### src/rx_pkt_cfg_pkg.sv
// Shared constants and types for the receive packet configuration block
package rx_pkt_cfg_pkg;

    // Register addresses on the configuration port
    localparam logic [4:0] ADDR_SYNC_PARAM  = 5'h12; // sync_parameters
    localparam logic [4:0] ADDR_SYNC_BYTE3  = 5'h16; // Most significant pattern byte
    localparam logic [4:0] ADDR_SYNC_BYTE2  = 5'h17;
    localparam logic [4:0] ADDR_SYNC_BYTE1  = 5'h18;
    localparam logic [4:0] ADDR_SYNC_BYTE0  = 5'h19;
    localparam logic [4:0] ADDR_CLK_OUT     = 5'h1B; // clock_output_control
    localparam logic [4:0] ADDR_DEC_LEN     = 5'h1C; // decoding_and_length
    localparam logic [4:0] ADDR_NODE        = 5'h1D; // local_node_address
    localparam logic [4:0] ADDR_PKT_FMT     = 5'h1E; // packet_format_control
    localparam logic [4:0] ADDR_AUTOCLR     = 5'h1F; // fifo_autoclear_control

    // Reset values
    localparam logic [7:0] RST_SYNC_BYTE    = 8'h00;
    localparam logic [7:0] RST_SYNC_PARAM   = 8'h18; // Off, 32-bit size, no tolerance
    localparam logic [7:0] RST_CLK_OUT      = 8'hBC; // Enabled, divider 01111
    localparam logic [7:0] RST_DEC_LEN      = 8'h00;
    localparam logic [7:0] RST_NODE         = 8'h00;
    localparam logic [7:0] RST_PKT_FMT      = 8'h48; // Fixed, reserved 10, checksum on
    localparam logic [7:0] RST_AUTOCLR      = 8'h00;

    // Field positions
    localparam int BIT_SYNC_ON  = 5;
    localparam int SIZE_HI      = 4;
    localparam int SIZE_LO      = 3;
    localparam int TOL_HI       = 2;
    localparam int TOL_LO       = 1;
    localparam int BIT_CLKOUT   = 7;
    localparam int DIV_HI       = 6;
    localparam int DIV_LO       = 2;
    localparam int BIT_MANCH    = 7;
    localparam int LEN_HI       = 6;
    localparam int BIT_FORMAT   = 7;
    localparam int BIT_WHITE    = 4;
    localparam int BIT_CRC_ON   = 3;
    localparam int FILT_HI      = 2;
    localparam int FILT_LO      = 1;
    localparam int BIT_CRC_STAT = 0;
    localparam int BIT_AUTOCLR  = 7;

    // Address filter modes
    localparam logic [1:0] FILT_OFF  = 2'h0;
    localparam logic [1:0] FILT_NODE = 2'h1;
    localparam logic [1:0] FILT_ZERO = 2'h2;
    localparam logic [1:0] FILT_BOTH = 2'h3;
    localparam logic [7:0] BCAST_ZERO = 8'h00;
    localparam logic [7:0] BCAST_ONES = 8'hFF;

    // Configuration port framing: header byte then data byte, MSB first
    localparam int HDR_RW_BIT  = 6;  // 1 reads, 0 writes
    localparam int HDR_ADDR_HI = 5;
    localparam int HDR_ADDR_LO = 1;
    localparam logic [3:0] BYTE_LAST = 4'h7;
    localparam logic [3:0] CNT_ZERO  = 4'h0;
    localparam logic [3:0] CNT_ONE   = 4'h1;
    localparam logic [4:0] DIV_ZERO  = 5'h00;
    localparam logic [4:0] DIV_ONE   = 5'h01;
    localparam logic [5:0] SYNC_MAX_BITS = 6'h20;
    localparam logic [5:0] BITS_PER_BYTE = 6'h08;

    // Sync detector configuration carried as one bundle
    typedef struct packed {
        logic        on;
        logic [1:0]  size;
        logic [1:0]  tol;
        logic [31:0] pattern;
    } sync_cfg_type;

    // Configuration port transaction state
    typedef enum logic [1:0] {SPI_IDLE, SPI_HEAD, SPI_DATA, SPI_DONE} spi_state_type;

endpackage

### src/sync_word_matcher.sv
// Sync word detector with size selection and bit error tolerance
`timescale 1ns/1ps
module sync_word_matcher
    import rx_pkt_cfg_pkg::*;
(
    input  wire logic                         clk,
    input  wire logic                         rstn,
    input  wire rx_pkt_cfg_pkg::sync_cfg_type cfg,
    input  wire logic                         bit_valid,
    input  wire logic                         bit_in,
    output logic                              found
);
    import rx_pkt_cfg_pkg::*;

    logic [31:0] shift_reg, shift_next;  // Last 32 received bits
    logic [5:0]  cnt_reg, cnt_next;      // Bits seen, saturating
    logic        found_reg, found_next;  // One-cycle detection pulse
    logic [5:0]  err_count;              // Mismatches in the window

    // Bits compared for a size code
    function automatic logic [5:0] size_bits(input logic [1:0] size);
        size_bits = (6'({4'h0, size}) + 6'h01) * BITS_PER_BYTE;
    endfunction

    // Ones in a word
    function automatic logic [5:0] pop_count(input logic [31:0] v);
        pop_count = 6'h00;
        for (int i = 0; i < 32; i++)
            pop_count = pop_count + 6'({5'h00, v[i]});
    endfunction

    // Pattern's leading bytes aligned to the newest bits, masked to size
    always_comb
    begin
        logic [31:0] mask;
        logic [31:0] aligned;
        mask    = 32'hFFFF_FFFF >> (SYNC_MAX_BITS - size_bits(cfg.size)); // RQ2
        aligned = cfg.pattern >> (SYNC_MAX_BITS - size_bits(cfg.size));  // RQ2
        err_count = pop_count((shift_next ^ aligned) & mask);
    end

    // Shift and compare on every received bit while sync is on
    always_comb
    begin
        shift_next = shift_reg;
        cnt_next   = cnt_reg;
        found_next = 1'b0;
        if (!cfg.on)
        begin
            cnt_next = 6'h00;  // RQ14
        end
        else if (bit_valid)
        begin
            shift_next = {shift_reg[30:0], bit_in};
            if (cnt_reg != SYNC_MAX_BITS)
                cnt_next = cnt_reg + 6'h01;
            // Window must be full so stale zeros cannot match
            found_next = (cnt_next >= size_bits(cfg.size))
                         && (err_count <= 6'({4'h0, cfg.tol})); // RQ13
        end
    end

    // State registers
    always_ff @(posedge clk)
    begin
        if (!rstn)
        begin
            shift_reg <= 32'h0000_0000;
            cnt_reg   <= 6'h00;
            found_reg <= 1'b0;
        end
        else
        begin
            shift_reg <= shift_next;
            cnt_reg   <= cnt_next;
            found_reg <= found_next;
        end
    end

    assign found = found_reg;
endmodule

### src/rx_packet_handler_config.sv
// Receive packet handler configuration registers, clock output and checks
// Contract
// [RQ1] Four sync bytes at 22-25, MSB first
// [RQ2] Compare only bytes selected by sync size
// [RQ3] Bit 7 of 27 gates clock output
// [RQ4] Divider zero passes crystal, else divides 2N
// [RQ5] Length field: exact or maximum payload length
// [RQ6] Local node address at 29 for filtering
// [RQ7] Bit 7 of 30 selects fixed/variable format
// [RQ8] Filter modes accept node, zero, all-ones
// [RQ9] Checksum pass/fail readable in bit 0
// [RQ10] Auto-clear FIFO on checksum fail unless disabled
// [RQ11] Host writes reserved bits of 31 as 1000000
// [RQ12] Manchester and dewhitening enables, off at reset
// [RQ13] Sync tolerates zero to three bit errors
// [RQ14] Sync recognition only when enabled
`timescale 1ns/1ps
module rx_packet_handler_config
    import rx_pkt_cfg_pkg::*;
(
    input  wire logic       CLK,
    input  wire logic       RSTN,
    input  wire logic       SPI_SCK,
    input  wire logic       SPI_NSS_N,
    input  wire logic       SPI_MOSI,
    output logic            SPI_MISO,
    output logic            SPI_MISO_OE,
    input  wire logic       RX_BIT_VALID,
    input  wire logic       RX_BIT,
    output logic            SYNC_FOUND,
    input  wire logic       ADDR_VALID,
    input  wire logic [7:0] ADDR_BYTE,
    output logic            ADDR_ACCEPT,
    output logic            ADDR_REJECT,
    input  wire logic       CRC_DONE,
    input  wire logic       CRC_OK,
    output logic            FIFO_CLEAR,
    output logic            CLKOUT,
    output logic            MANCHESTER_EN,
    output logic            DEWHITEN_EN,
    output logic            PKT_VARIABLE,
    output logic            CRC_CHECK_EN,
    output logic [6:0]      PAYLOAD_LENGTH
);
    import rx_pkt_cfg_pkg::*;

    // Configuration port state
    spi_state_type state_reg, state_next;   // Transaction phase
    logic          sck_prev_reg;            // Last SCK sample for edges
    logic [3:0]    bit_cnt_reg, bit_cnt_next;
    logic [7:0]    shin_reg, shin_next;     // Incoming bits
    logic [7:0]    shout_reg, shout_next;   // Outgoing read data
    logic [4:0]    addr_reg, addr_next;     // Latched register address
    logic          read_reg, read_next;     // Latched direction
    logic          wr_en;                   // One-cycle write commit
    logic [7:0]    wr_data;
    logic          sck_rise, sck_fall;

    // Register file
    logic [7:0] sync_param_reg, sync_param_next;
    logic [7:0] sync_b3_reg, sync_b3_next;
    logic [7:0] sync_b2_reg, sync_b2_next;
    logic [7:0] sync_b1_reg, sync_b1_next;
    logic [7:0] sync_b0_reg, sync_b0_next;
    logic [7:0] clk_out_reg, clk_out_next;
    logic [7:0] dec_len_reg, dec_len_next;
    logic [7:0] node_reg, node_next;
    logic [7:0] pkt_fmt_reg, pkt_fmt_next;  // Bit 0 is hardware status
    logic [7:0] autoclr_reg, autoclr_next;

    // Packet check outputs
    logic accept_reg, accept_next;
    logic reject_reg, reject_next;
    logic clear_reg, clear_next;

    // Clock output divider
    logic [4:0] div_cnt_reg, div_cnt_next;
    logic       div_clk_reg, div_clk_next;
    logic [4:0] div_value;

    sync_cfg_type sync_cfg;

    // Register read decode; unmapped addresses read zero
    function automatic logic [7:0] reg_read(input logic [4:0] a);
        unique case (a)
            ADDR_SYNC_PARAM: reg_read = sync_param_reg;
            ADDR_SYNC_BYTE3: reg_read = sync_b3_reg;
            ADDR_SYNC_BYTE2: reg_read = sync_b2_reg;
            ADDR_SYNC_BYTE1: reg_read = sync_b1_reg;
            ADDR_SYNC_BYTE0: reg_read = sync_b0_reg;
            ADDR_CLK_OUT:    reg_read = clk_out_reg;
            ADDR_DEC_LEN:    reg_read = dec_len_reg;
            ADDR_NODE:       reg_read = node_reg;
            ADDR_PKT_FMT:    reg_read = pkt_fmt_reg;
            ADDR_AUTOCLR:    reg_read = autoclr_reg;
            default:         reg_read = 8'h00;
        endcase
    endfunction

    // Address filter decision
    function automatic logic addr_ok(input logic [7:0] b, input logic [7:0] node,
                                     input logic [1:0] mode);
        unique case (mode)
            FILT_OFF:  addr_ok = 1'b1;
            FILT_NODE: addr_ok = (b == node);
            FILT_ZERO: addr_ok = (b == node) || (b == BCAST_ZERO);
            FILT_BOTH: addr_ok = (b == node) || (b == BCAST_ZERO) || (b == BCAST_ONES);
        endcase
    endfunction

    assign sck_rise = SPI_SCK && !sck_prev_reg;
    assign sck_fall = !SPI_SCK && sck_prev_reg;

    // Port sequencer: header byte, then data byte
    always_comb
    begin
        state_next   = state_reg;
        bit_cnt_next = bit_cnt_reg;
        shin_next    = shin_reg;
        shout_next   = shout_reg;
        addr_next    = addr_reg;
        read_next    = read_reg;
        wr_en        = 1'b0;
        wr_data      = {shin_reg[6:0], SPI_MOSI};
        if (SPI_NSS_N)
        begin
            // Deselect aborts any partial transaction
            state_next   = SPI_IDLE;
            bit_cnt_next = CNT_ZERO;
        end
        else
        begin
            unique case (state_reg)
                SPI_IDLE:
                begin
                    state_next   = SPI_HEAD;
                    bit_cnt_next = CNT_ZERO;
                end
                SPI_HEAD:
                    if (sck_rise)
                    begin
                        shin_next    = wr_data;
                        bit_cnt_next = bit_cnt_reg + CNT_ONE;
                        if (bit_cnt_reg == BYTE_LAST)
                        begin
                            addr_next    = wr_data[HDR_ADDR_HI:HDR_ADDR_LO];
                            read_next    = wr_data[HDR_RW_BIT];
                            shout_next   = reg_read(wr_data[HDR_ADDR_HI:HDR_ADDR_LO]);
                            bit_cnt_next = CNT_ZERO;
                            state_next   = SPI_DATA;
                        end
                    end
                SPI_DATA:
                begin
                    // Shift after the first data bit was taken
                    if (sck_fall && bit_cnt_reg != CNT_ZERO)
                        shout_next = {shout_reg[6:0], 1'b0};
                    if (sck_rise)
                    begin
                        shin_next    = wr_data;
                        bit_cnt_next = bit_cnt_reg + CNT_ONE;
                        if (bit_cnt_reg == BYTE_LAST)
                        begin
                            wr_en      = !read_reg;
                            state_next = SPI_DONE;
                        end
                    end
                end
                SPI_DONE:
                    state_next = SPI_DONE;
            endcase
        end
    end

    // Register writes and hardware status
    always_comb
    begin
        sync_param_next = sync_param_reg;
        sync_b3_next    = sync_b3_reg;
        sync_b2_next    = sync_b2_reg;
        sync_b1_next    = sync_b1_reg;
        sync_b0_next    = sync_b0_reg;
        clk_out_next    = clk_out_reg;
        dec_len_next    = dec_len_reg;
        node_next       = node_reg;
        pkt_fmt_next    = pkt_fmt_reg;
        autoclr_next    = autoclr_reg;
        if (wr_en)
        begin
            unique case (addr_reg)
                ADDR_SYNC_PARAM: sync_param_next = wr_data;
                ADDR_SYNC_BYTE3: sync_b3_next    = wr_data; // RQ1
                ADDR_SYNC_BYTE2: sync_b2_next    = wr_data; // RQ1
                ADDR_SYNC_BYTE1: sync_b1_next    = wr_data; // RQ1
                ADDR_SYNC_BYTE0: sync_b0_next    = wr_data; // RQ1
                ADDR_CLK_OUT:    clk_out_next    = wr_data; // RQ3
                ADDR_DEC_LEN:    dec_len_next    = wr_data; // RQ5
                ADDR_NODE:       node_next       = wr_data; // RQ6
                // Status bit is read-only; writes keep it
                ADDR_PKT_FMT:    pkt_fmt_next    = {wr_data[7:1], pkt_fmt_reg[BIT_CRC_STAT]};
                ADDR_AUTOCLR:    autoclr_next    = wr_data; // RQ10
                default:         ;
            endcase
        end
        // Hardware result overrides a same-cycle write of the register
        if (CRC_DONE && pkt_fmt_reg[BIT_CRC_ON])
            pkt_fmt_next[BIT_CRC_STAT] = CRC_OK; // RQ9
    end

    // Address filter and checksum actions
    always_comb
    begin
        accept_next = 1'b0;
        reject_next = 1'b0;
        clear_next  = 1'b0;
        if (ADDR_VALID)
        begin
            accept_next = addr_ok(ADDR_BYTE, node_reg, pkt_fmt_reg[FILT_HI:FILT_LO]); // RQ8
            reject_next = !accept_next; // RQ6
        end
        // Auto-clear bit is active low: zero enables clearing
        if (CRC_DONE && pkt_fmt_reg[BIT_CRC_ON] && !CRC_OK && !autoclr_reg[BIT_AUTOCLR])
            clear_next = 1'b1; // RQ10
    end

    // Divider toggles every N cycles for crystal/(2N)
    assign div_value = clk_out_reg[DIV_HI:DIV_LO];
    always_comb
    begin
        div_cnt_next = div_cnt_reg;
        div_clk_next = div_clk_reg;
        if (!clk_out_reg[BIT_CLKOUT] || div_value == DIV_ZERO)
        begin
            div_cnt_next = DIV_ZERO;
            div_clk_next = 1'b0;
        end
        else if (div_cnt_reg >= div_value - DIV_ONE)
        begin
            div_cnt_next = DIV_ZERO;
            div_clk_next = !div_clk_reg; // RQ4
        end
        else
            div_cnt_next = div_cnt_reg + DIV_ONE;
    end

    // All state registers
    always_ff @(posedge CLK)
    begin
        if (!RSTN)
        begin
            state_reg      <= SPI_IDLE;
            sck_prev_reg   <= 1'b0;
            bit_cnt_reg    <= CNT_ZERO;
            shin_reg       <= 8'h00;
            shout_reg      <= 8'h00;
            addr_reg       <= 5'h00;
            read_reg       <= 1'b0;
            sync_param_reg <= RST_SYNC_PARAM;
            sync_b3_reg    <= RST_SYNC_BYTE;
            sync_b2_reg    <= RST_SYNC_BYTE;
            sync_b1_reg    <= RST_SYNC_BYTE;
            sync_b0_reg    <= RST_SYNC_BYTE;
            clk_out_reg    <= RST_CLK_OUT;
            dec_len_reg    <= RST_DEC_LEN;
            node_reg       <= RST_NODE;
            pkt_fmt_reg    <= RST_PKT_FMT;
            autoclr_reg    <= RST_AUTOCLR;
            accept_reg     <= 1'b0;
            reject_reg     <= 1'b0;
            clear_reg      <= 1'b0;
            div_cnt_reg    <= DIV_ZERO;
            div_clk_reg    <= 1'b0;
        end
        else
        begin
            state_reg      <= state_next;
            sck_prev_reg   <= SPI_SCK;
            bit_cnt_reg    <= bit_cnt_next;
            shin_reg       <= shin_next;
            shout_reg      <= shout_next;
            addr_reg       <= addr_next;
            read_reg       <= read_next;
            sync_param_reg <= sync_param_next;
            sync_b3_reg    <= sync_b3_next;
            sync_b2_reg    <= sync_b2_next;
            sync_b1_reg    <= sync_b1_next;
            sync_b0_reg    <= sync_b0_next;
            clk_out_reg    <= clk_out_next;
            dec_len_reg    <= dec_len_next;
            node_reg       <= node_next;
            pkt_fmt_reg    <= pkt_fmt_next;
            autoclr_reg    <= autoclr_next;
            accept_reg     <= accept_next;
            reject_reg     <= reject_next;
            clear_reg      <= clear_next;
            div_cnt_reg    <= div_cnt_next;
            div_clk_reg    <= div_clk_next;
        end
    end

    // Sync detector configuration, first byte most significant
    assign sync_cfg = '{on:      sync_param_reg[BIT_SYNC_ON],
                        size:    sync_param_reg[SIZE_HI:SIZE_LO],
                        tol:     sync_param_reg[TOL_HI:TOL_LO],
                        pattern: {sync_b3_reg, sync_b2_reg, sync_b1_reg, sync_b0_reg}}; // RQ1

    sync_word_matcher u_sync (
        .clk       (CLK),
        .rstn      (RSTN),
        .cfg       (sync_cfg),
        .bit_valid (RX_BIT_VALID),
        .bit_in    (RX_BIT),
        .found     (SYNC_FOUND)
    );

    // Undivided setting forwards the crystal clock itself, gated by enable
    assign CLKOUT = clk_out_reg[BIT_CLKOUT]
                    && ((div_value == DIV_ZERO) ? CLK : div_clk_reg); // RQ3
    assign SPI_MISO       = shout_reg[7];
    assign SPI_MISO_OE    = (state_reg == SPI_DATA) && read_reg;
    assign ADDR_ACCEPT    = accept_reg;
    assign ADDR_REJECT    = reject_reg;
    assign FIFO_CLEAR     = clear_reg;
    assign MANCHESTER_EN  = dec_len_reg[BIT_MANCH];   // RQ12
    assign DEWHITEN_EN    = pkt_fmt_reg[BIT_WHITE];   // RQ12
    assign PKT_VARIABLE   = pkt_fmt_reg[BIT_FORMAT];  // RQ7
    assign CRC_CHECK_EN   = pkt_fmt_reg[BIT_CRC_ON];
    assign PAYLOAD_LENGTH = dec_len_reg[LEN_HI:0];    // RQ5
endmodule

### config.mk
export PLATFORM = sky130hd
export DESIGN_NAME = rx_packet_handler_config
export DESIGN_NICKNAME = d
export VERILOG_FILES = /design/src/rx_pkt_cfg_pkg.sv /design/src/sync_word_matcher.sv /design/src/rx_packet_handler_config.sv
export SDC_FILE = /design/constraint.sdc
export NUM_CORES = 1
export LEC_CHECK = 0
export ABC_AREA = 1
export CAP_MARGIN = 20
export CORE_AREA = 4 4 119 206
export CTS_BUF_LIST = sky130_fd_sc_hd__clkbuf_4
export DETAILED_ROUTE_END_ITERATION = 7
export DIE_AREA = 0 0 123 210
export DONT_BUFFER_PORTS = 1
export PLACE_DENSITY_LB_ADDON = 0.2
export SETUP_SLACK_MARGIN = 0.3
export SLEW_MARGIN = 10
export SYNTH_ARGS = -nofsm -noshare
export SYNTH_HDL_FRONTEND = slang
export SYNTH_SLANG_ARGS = --single-unit
### constraint.sdc
create_clock -name CLK -period 11.08 [get_ports CLK]
set_clock_uncertainty 0.1 [all_clocks]
set_input_delay 0.554 -clock CLK [delete_from_list [all_inputs] [get_ports CLK]]
set_output_delay 0.554 -clock CLK [all_outputs]
set_load 0.02 [all_outputs]
==> metrics.cfg <==
[place]
gp_congestion=0.9760
place_area_um2=9161
place.detailed.hpwl_um=20590
portBuffers=0
placedCellCount=1529

[timing]
maxSlewHeadroom=0.2890
drv_slew=0
period_share=0.7294
hold_viol=0
rsz0062_at_grt=no
setup_viol=0
fin_tns_setup_ps=0
finalCriticalPeriod_ps=8082
tightest_slew_ps=1067
hold_slack_ps=71.03
fmax_mhz=123.7

[synthesis]
synth_top_area_frac=0.3471
yosysWarnings=0
netlist_area_um2=8999
syn_inst=1278
syn_avg_cell_area_um2=7.041
yosysUniqueCellTypes=37
synth-seq-area-share=0.3471
ys_seq_elements=156
ys_top_cells_by_area=dfxtp_1 (35%), nand2_1 (10%), nand3_1 (9.7%), a21oi_1 (7.6%), nor2_1 (5.6%)
yosysTopAreaCell=dfxtp_1
syn-num-nets=1352

[setup_path]
worstSetupPathType=reg2reg
end_kind=register
required_ps=11640
start_kind=register
worstPathMaxFanout=28
cp.arrival_ps=8640

[layout]
layout_commonest_cell=nand2_1
drive_gt1_frac=0.05317
multiInputGateArea_um2=5115
layout.nets=1340
final_area_um2=9638
area_growth_pct=7.105
seq_area_um2=3123
largest_register_ff_count=32
finalNonFillerCells=1581
final_cell_mix=nand2_1 (239), nand3_1 (174), dfxtp_1 (156), a21oi_1 (136), nor2_1 (134)
fill_cells=2430

[drt]
drc=0
avgRoutedWirePerCell_um=17.64
wl_um=27890
vias=8319
wl_met3_um=916
final_antenna_net_count=0
m1WireLength_um=10320
drtIter0Drc=565
via_per_inst=5.262
wl_met2_um=14600
highest_layer=met4
dr.pass1.iters=5

[clock_network]
ctsResizeCount=0
cts_tree=yes
clk_latency_ps=720
clkTransAtPathRegs_ps=130
post-cts-setup-buffers=0

[die]
start_util=0.3957
die_h_um=210
rows=73
die_area_um2=25830
core_um2=22740
ioPinCount=36
die_w_um=123

[global_routing]
antenna_found_initial=1
grt_pass1_wl_um=43970
grt_pass1_vias=8017
grt_use_total=0.2242
grt_max_degree=99
grt_remaining_overflow=0

[power_and_ir_drop]
peakVddDrop_mv=0.09229
power.density_nw_per_um2=105.4
leakage_uw=0.004098

[status]
outcome=complete, no violations

[worst_hold_path]
holdCritPathClass=in2reg

[run]
max_cap_viol_count=0

-- cells by family (layout without fill, tap and decap cells) --
family                   count (synthesis)  after routing  share of synthesized area
buffers and inverters                  187            188                    0.08481
XOR/XNOR                                27             27                    0.02628
other                                    0              2                          0
flip-flops                             156            156                     0.3471
multiplexers                             9              9                    0.01001
adder cells (fa/ha/maj)                 56             56                    0.09789
AO/OA/AOI/OAI                          242            242                     0.1413
AND/OR/NAND/NOR                        601            601                     0.2927
-- critical path, stage by stage (launching register included) --
cell and delay (ps):
dfxtp_1 920, inv_2 170, ha_1 370, inv_1 60
nand2_1 420, nand2_2 270, inv_1 230, a21oi_1 110
o21ai_0 160, a21oi_1 70, ha_1 280, inv_1 50
fa_1 500, fa_1 540, inv_1 50, fa_1 500
fa_1 510, fa_1 510, fa_1 530, fa_1 470
fa_1 450, ha_1 300, inv_1 60, nor2_1 30
o21ai_0 140, nand4_1 100, a21oi_1 120
-- per-stage QoR --
step                      total power [uW]  utilization  worst slack (ps)
final                                 1015       0.4238              2998
after floorplan                      621.1            -              4241
after global routing                  1057       0.4238              2464
after CTS                             1030       0.4232              2993
after detailed placement             632.5       0.4028              3030
after global placement               631.6       0.4028              3081
-- worst paths after layout --
kind / slack [ps] / end / cells past startpoint / from
setup / recovery: 3000 / u_sync.found / 26 / sync_param_reg[3]
hold / removal: 70 / ADDR_REJECT / 5 / ADDR_BYTE[2]
setup reg to reg: 3000 / u_sync.found / 26 / sync_param_reg[3]
hold reg to reg: 370 / pkt_fmt_reg[5] / 2 / pkt_fmt_reg[5]
-- cell usage after synthesis (all sizes together) --
master	count
nand2	243
nand3	174
dfxtp	156
nor2	137
a21oi	136
inv	129
o21ai	79
ha	32
buf	31
clkbuf	26
fa	24
nor3	22
xor2	15
xnor2	12
nand4	10
mux2i	9
o22ai	8
o211ai	7
or2	6
nor4	4
o21a	4
nand3b	3
a211oi	2
a21boi	2
o21bai	2
o221ai	2
and3	1
clkinv	1
or3	1
-- layout make-up --
type,count,area share
clock inverters,13,0.01545
repair buffers,23,0.02259
inverters,130,0.05063
diodes,2,0.0005193
multi-input cells,935,0.5307
clock buffers,22,0.01714
flip-flops and latches,156,0.3240
well taps,300,0.03895
-- repair_timing --
action	4_1_cts	5_1_grt
endpoints found under the hold margin	65	0
hold buffers	14	0
endpoints found under the setup margin	0	0
-- power breakdown --
| part | switching, uW | leakage (uW) | internal [uW] |
|---|---|---|---|
| registers | 11.0 | 0.00126 | 567 |
| clock network | 216 | 0.000174 | 171 |
| logic | 35.1 | 0.00266 | 15.6 |
-- per-layer routing --
layer | global-route usage | vias up
met5 | 0 | -
met4 | 0.1667 | 0
met3 | 0.03651 | 90
met2 | 0.3968 | 204
met1 | 0.2329 | 3833
li1 | - | 4192
Power figures use the tool's default switching activity.
